`src/cpu_reg_pkg.sv`:
```
// constants and types for the programmer register model
// Function
// RULE1: eight data registers work on byte, word and long operands
// RULE2: data register results update the status word condition flags
// RULE3: address and user stack targets take word or long, flags kept
// RULE4: address registers and user stack pointer serve as stack or base
// RULE5: any data or general address register may be the index
// RULE6: status high byte and privileged stack written in supervisor only
// RULE7: status word holds a three-bit interrupt mask and five flags
// RULE8: status word holds a trace flag and a supervisor flag
// RULE9: memory side presents a 32-bit address and 16-bit data
// RULE10: general registers and program counter are 32 bits wide
// RULE11: operand types are bit, packed decimal, byte, word and long
// RULE12: user-mode writes to the protected byte or stack are dropped
package cpu_reg_pkg;

	localparam logic [7:0] OFS_COMMAND = 8'h00;
	localparam logic [7:0] OFS_OPERAND = 8'h04;
	localparam logic [7:0] OFS_STATUS_WORD = 8'h08;
	localparam logic [7:0] OFS_PC = 8'h0C;
	localparam logic [7:0] OFS_EXEC = 8'h10;
	localparam logic [7:0] OFS_EA = 8'h14;
	localparam logic [7:0] OFS_DATA_BASE = 8'h40;
	localparam logic [7:0] OFS_PRIV_STACK = 8'h80;

	localparam int NUM_REGS = 17;
	localparam logic [4:0] IDX_ADDR0 = 5'h08;
	localparam logic [4:0] IDX_USER_STACK = 5'h0F;
	localparam logic [4:0] IDX_PRIV_STACK = 5'h10;

	localparam int SW_C = 0;
	localparam int SW_V = 1;
	localparam int SW_Z = 2;
	localparam int SW_N = 3;
	localparam int SW_X = 4;
	localparam int SW_MASK_LO = 8;
	localparam int SW_SUPER = 13;
	localparam int SW_TRACE = 15;
	localparam logic [15:0] SW_RESET = 16'h2700;
	localparam logic [7:0] SW_LO_WRITABLE = 8'h1F;
	localparam logic [7:0] SW_HI_WRITABLE = 8'hA7;

	localparam int CMD_OP_LO = 0;
	localparam int CMD_SIZE_LO = 4;
	localparam int CMD_DEST_ADDR = 6;
	localparam int CMD_DEST_LO = 7;
	localparam int CMD_IDX_ADDR = 10;
	localparam int CMD_IDX_LO = 11;
	localparam int CMD_IDX_LONG = 14;
	localparam logic [15:0] CMD_RESET = 16'h0000;
	localparam logic [1:0] SIZE_RESERVED = 2'h3;

	localparam int EXEC_ERR = 1;
	localparam logic [31:0] PC_RESET = 32'h00000000;
	localparam logic [31:0] PC_STEP = 32'h00000002;
	localparam logic [31:0] STORE_STEP = 32'h00000002;
	localparam logic [2:0] HSIZE_WORD = 3'h2;

	typedef enum logic [3:0] {
		OP_MOVE, OP_ADD, OP_SUB, OP_AND, OP_OR,
		OP_BSET, OP_ABCD, OP_LEA, OP_STORE
	} op_t;

	typedef enum logic [1:0] {SZ_BYTE, SZ_WORD, SZ_LONG} size_t;

	typedef enum logic [1:0] {ST_IDLE, ST_FETCH, ST_EXEC, ST_STORE_LO} state_t;

	// field 7 of an address selector is the active stack pointer
	function automatic logic [4:0] reg_index(input logic is_addr,
		input logic [2:0] n, input logic sup_mode);
		if (!is_addr)
			reg_index = {2'b00, n};
		else if (n == 3'h7)
			reg_index = sup_mode ? IDX_PRIV_STACK : IDX_USER_STACK;
		else
			reg_index = IDX_ADDR0 | {2'b00, n};
	endfunction

endpackage

```
`src/cpu_gpr_file.sv`:
```
// general register storage with two registered read ports
`timescale 1ns/1ps
module cpu_gpr_file
	import cpu_reg_pkg::*;
(
	input wire logic ref_clk,
	input wire logic wr_en,
	input wire logic [4:0] wr_idx,
	input wire logic [31:0] wr_data,
	input wire logic [4:0] rd_a_idx,
	output logic [31:0] rd_a_data,
	input wire logic [4:0] rd_b_idx,
	output logic [31:0] rd_b_data
);

	logic [31:0] mem [0:NUM_REGS-1];

	always_ff @(posedge ref_clk) begin
		if (wr_en && (wr_idx <= IDX_PRIV_STACK))
			mem[wr_idx] <= wr_data;
		// holes read as zero rather than unknown
		rd_a_data <= (rd_a_idx <= IDX_PRIV_STACK) ? mem[rd_a_idx]
			: 32'h00000000;
		rd_b_data <= (rd_b_idx <= IDX_PRIV_STACK) ? mem[rd_b_idx]
			: 32'h00000000;
	end

endmodule

```
`config.mk`:
```
export PLATFORM = sky130hd
export DESIGN_NAME = cpu_gpr_file
export DESIGN_NICKNAME = d
export VERILOG_FILES = /design/src/cpu_reg_pkg.sv /design/src/cpu_gpr_file.sv
export SDC_FILE = /design/constraint.sdc
export NUM_CORES = 1
export LEC_CHECK = 0
export BUFFER_PORTS_ARGS = -buffer_cell sky130_fd_sc_hd__buf_2
export CORE_MARGIN = 1.5
export CORE_UTILIZATION = 50
export CTS_CLUSTER_SIZE = 8
export DETAILED_ROUTE_END_ITERATION = 10
export PLACE_DENSITY = 0.67
export SLEW_MARGIN = 20
export SYNTH_ARGS = -nofsm -noshare
export SYNTH_HDL_FRONTEND = slang
export SYNTH_SLANG_ARGS = --single-unit
export TNS_END_PERCENT = 1
```
`constraint.sdc`:
```
create_clock -name ref_clk -period 4.46 [get_ports ref_clk]
set_input_delay 0 -clock ref_clk [delete_from_list [all_inputs] [get_ports ref_clk]]
set_output_delay 0 -clock ref_clk [all_outputs]
set_load 0.02 [all_outputs]
```
== Word-level counts from Yosys, hierarchy flattened ==
Memory sizes are Yosys's and may differ from the RTL's. A register that Yosys moved wholly into a read port is not among the register bits.
Index checks and enable logic that the tools add are counted.
Widths: inputs -> output; s select.

* Register bits: 0
* Bits in latches: 0
* RAM bits: 544
* Bits in read-only memories: 0
* Bits of input ports: 49
* Output and inout bits: 64
* Logic and storage cells: 9
* Memories: 1

* Add/subtract/negate cells: 0
* Multiply operators: 0
* Div/mod/pow operators: 0
* $lt $le $gt $ge: 3
* Equality and inequality tests: 0
* Shifts and indexed selects: 0
* Muxes and demuxes: 2
* Bitwise operators: 0
* Reduce and logical (&&, ||, !) cells: 3

{| class="wikitable"
|+ Memories
! name !! depth !! bits a word !! read ports !! clocked after Yosys merged registers in !! write ports !! line !! RTL
|-
| mem || 17 || 32 || 2 || 2 || 1 || cpu_gpr_file.sv:16 || <nowiki>logic [31:0] mem [0:NUM_REGS-1];</nowiki>
|}

{| class="wikitable"
|+ Operators with widths
! cell !! number
|-
| $le 5x5->1 const B || 3
|-
| $logic_not 1->1 || 2
|-
| $mux 1 || 2
|-
| $logic_and 1x1->1 || 1
|}

== Depth between registers and ports, before layout ==
* Depth after elaboration: 4
* Gate-level depth with buffers: 8
* Depth with buffers taken out: 4

== Least setup slack after synthesis ==
Ideal clock, no wire load.

* Path kind: input to register
* From: input port wr_en
* To: memory mem[0][0] (enable)
* Setup time: 0.461 ns
* Data arrival time: 2.508 ns
* Required time: 3.999 ns
* Setup slack: 1.491 ns
* Stages on the path: 3
* Path buffers: 0
* Cell sequence: nor2b_1 nand2_1 nor3_1

* Cells in the longest elaborated chain, start to end: 3

{| class="wikitable"
|+ RTL lines
! what !! line !! RTL
|-
| start: declaration || cpu_gpr_file.sv:7 || <nowiki>input wire logic wr_en,</nowiki>
|-
| $logic_and 1x1->1 || cpu_gpr_file.sv:19 || <nowiki>if (wr_en && (wr_idx <= IDX_PRIV_STACK))</nowiki>
|-
| $mux 1 || cpu_gpr_file.sv:19 ||
|-
| $mux 1 (not written as such) || cpu_gpr_file.sv:20 || <nowiki>mem[wr_idx] <= wr_data;</nowiki>
|-
| end: declaration || cpu_gpr_file.sv:16 ||
|}

No other way between the ends.

== Worst setup path after layout ==
* From: input port rd_b_idx[2]
* To: register rd_b_data[0] (read register of mem)

* Cells in the longest elaborated chain, start to end: 2

{| class="wikitable"
|+ RTL lines
! what !! line !! RTL
|-
| start: declaration || cpu_gpr_file.sv:12 || <nowiki>input wire logic [4:0] rd_b_idx,</nowiki>
|-
| $le 5x5->1 || cpu_gpr_file.sv:24 || <nowiki>rd_b_data <= (rd_b_idx <= IDX_PRIV_STACK) ? mem[rd_b_idx]</nowiki>
|-
| $logic_not 1->1 (no line) || -- ||
|-
| end: declaration || cpu_gpr_file.sv:13 || <nowiki>output logic [31:0] rd_b_data</nowiki>
|}

Parallel ways exist; a longest one is shown, timed or not.

==> results.sh <==
export IMPL_arrival_ns=3.05
export IMPL_finalSetupTns_ns=0
export IMPL_wirelength_um=68970
export IMPL_viasPerCell=6.413
export IMPL_avgSynthCellArea_um2=18.47
export IMPL_finalCriticalPeriod_ns=2.564
export IMPL_clkSlewWorstSetupHoldPaths_ns=0.05
export IMPL_clockBufferDepth=3
export IMPL_synthFlopType="edfxtp_1"
export IMPL_end_kind="register"
export IMPL_synth_most_common_cell="edfxtp_1"
export IMPL_tightest_slew_ns=1.141
export IMPL_nets=1650
export IMPL_synthesis_area_mm2=0.02632
export IMPL_grt_max_degree=90
export IMPL_dr_pass1_iters=5
export IMPL_cts_tree="done"
export IMPL_synth_seq_cells=608
export IMPL_maxCapViolations=0
export IMPL_syn_nets=1474
export IMPL_period_share=0.5748
export IMPL_globalplace_congestion=0.7874
export IMPL_cts_sinks=608
export IMPL_die_y_um=232.4
export IMPL_die_area_mm2=0.05403
export IMPL_post_place_ws_ns=1.854
export IMPL_initial_core_util=0.5089
export IMPL_worstPathRequired_ns=4.94
export IMPL_synth_mux_area_frac=0.2373
export IMPL_max_freq_ghz=0.3901
export IMPL_port_buffers=112
export IMPL_synthAdderAreaFrac=0
export IMPL_synth_commonest_cells="544 x edfxtp_1, 192 x mux2i_1, 192 x mux4_2, 77 x nor2_1, 64 x dfxtp_1"
export IMPL_htree_num_levels=3
export IMPL_seq_area_frac_synth=0.6693
export IMPL_holdPathEnd="rd_a_data[21]"
export IMPL_crit_type="in -> reg"
export IMPL_rr_endpoint="rd_b_data[0]"
export IMPL_power_mw=13.37
export IMPL_core_rowCount=83
export IMPL_detail_route_antenna_nets=0
export IMPL_synth_edff_count=544
export IMPL_async_reset_ff_frac=0
export IMPL_antenna_found_initial=2
export IMPL_fp_coreArea_mm2=0.05172
export IMPL_startpoint_type="input port"
export IMPL_slew_violations=0
export IMPL_netlist_instances=1425
export IMPL_worstSkewPairLatency_ns=0.62
export IMPL_synth_compound_gate_area_share=0.05220
export IMPL_drt_iter0_markers=1593
export IMPL_hold_class="in -> reg"
export IMPL_die_x_um=232.4
export IMPL_n_fill_cell=3812
export IMPL_multi_input_area_mm2=0.008312
export IMPL_reg2regPathDepth=4
export IMPL_synth_top_family_by_area="multiplexers"
export IMPL_maxSlewHeadroom=0.2396
export IMPL_power_density_mw_per_mm2=436.9
export IMPL_ir_drop_mv=0.3488
export IMPL_synth_area_leaders="edfxtp_1 62%, mux4_2 16%, mux2i_1 7.3%, dfxtp_1 4.9%, nor2_1 1.1%"
export IMPL_antenna_cells_inserted=0
export IMPL_synth_cell_types=30
export IMPL_status="finished, final reports clean"
export IMPL_syn_to_final_growth_pct=16.30
export IMPL_setup_viol=0
export IMPL_grt_pass1_wl_um=101500
export IMPL_synthSimpleGateAreaFrac=0.02139
export IMPL_yosys_warnings=0
export IMPL_routedWlPerCell_um=29.30
export IMPL_drive_above_1_share=0.2861
export IMPL_cts_root_buf="clkbuf_16"
export IMPL_yosysTopAreaCellShare=0.6207
export IMPL_p_leak_nw=10.45
export IMPL_pin_count=113
export IMPL_cts_buffers=86
export IMPL_hpwlAfterDp_um=37960
export IMPL_grt_pass1_vias=15670
export IMPL_rsz0062_at_grt="false"
export IMPL_hold_viol=0
export IMPL_grt_overflow_total=0
export IMPL_holdPathStages=3
export IMPL_fin_ws_ns=1.896
export IMPL_drc=0
export IMPL_reg2reg_from="mem[14][0]"
export IMPL_synth_top_area_cell="edfxtp_1"
export IMPL_hp_start="rd_a_idx[1]"
export IMPL_routed_via_count=15100
export IMPL_r2r_slack_ns=2.60
export IMPL_synth_xor_area_frac=0
export IMPL_crit_fanout=19
export IMPL_grt_total_usage=0.2619
export IMPL_fin_util=0.5919
export IMPL_clock_skew_ns=0.01958
export IMPL_regArea_mm2=0.01762
-- what timing repair did --
item,4_1_cts,5_1_grt
hold buffers,36,0
buffers inserted,0,0
hold endpoints to repair,551,0
resized for setup,0,0
-- worst max-delay path: stages --
cell,delay (ns)
dlygate4sd3_1,0.53
buf_2,0.19
nand2_1,0.61
buf_4,0.48
nor2_1,0.10
o41ai_1,0.40
a22oi_1,0.14
dlygate4sd3_1,0.59
-- per-layer routing --
metal / up-vias / global-route usage / wire, µm
met5: - / 0 / 28
met4: 4 / 0.09152 / 2168
met3: 144 / 0.06667 / 6229
met2: 738 / 0.4082 / 32510
met1: 7899 / 0.3600 / 28030
li1: 6311 / - / -
-- power by group --
group	switching (mW)	internal [mW]
logic	0.565	0.392
clock network	2.35	3.69
registers	0.0491	6.32
-- state kept, by name (all words and copies together) (netlist names) --
signal / flops
rd_b_data: 32
mem: 544
rd_a_data: 32
-- area by class of cell --
cell class | instances | share of cell area
multi-input cells | 710 | 0.2715
repair buffers | 194 | 0.04304
clock inverters | 5 | 0.001676
well taps | 680 | 0.02780
flip-flops and latches | 608 | 0.5755
clock buffers | 156 | 0.08028
inverters | 1 | 0.0001226
-- kinds of logic (layout without fill, tap and decap cells) --
kind of cell	after synthesis	count (layout)
DFF	608	608
AOI/OAI and AO/OA	192	192
muxes	384	384
and+or+nand+nor	134	134
buffers and inverters	107	356
-- placed cells by master (no fill, tap or decap), types with 2 or more instances in the layout --
cell,count
buf_2,107
mux2i_1,192
inv_6,3
nand3_1,2
edfxtp_1,544
nor2b_1,2
o21ai_1,32
clkbuf_1,68
a21oi_1,18
buf_4,47
a21oi_2,14
nor3_2,6
nand2b_1,4
clkbuf_16,88
dfxtp_1,64
a22o_1,32
nor2_1,65
a22oi_1,32
o41ai_1,32
buf_12,2
nor2_4,12
nand2_1,36
o22ai_1,32
mux4_2,192
dlygate4sd3_1,36
-- how the worst max path moves through the flow --
stage	from	end	slack [ns]	depth (start not counted)
2_1_floorplan	wr_en	mem[0][0]	1.49	3
3_3_place_gp	rd_b_idx[0]	rd_b_data[23]	1.86	6
3_5_place_dp	rd_b_idx[0]	rd_b_data[23]	1.85	6
4_1_cts	rd_b_idx[2]	rd_b_data[0]	1.97	8
5_1_grt	rd_b_idx[2]	rd_b_data[0]	1.87	8
6_report	rd_b_idx[2]	rd_b_data[0]	1.90	8
-- stage by stage --
step	cell area, µm²	hold slack, ns	cells
final	30610	0.04814	2354
after global routing	30610	0.04333	2354
after CTS	30610	0.02635	2354
after detailed placement	27740	0.3923	2157
after global placement	27740	0.3837	2157
after floorplan	26320	0.09887	1425
Note: power is estimated with default switching activity, not from simulation.
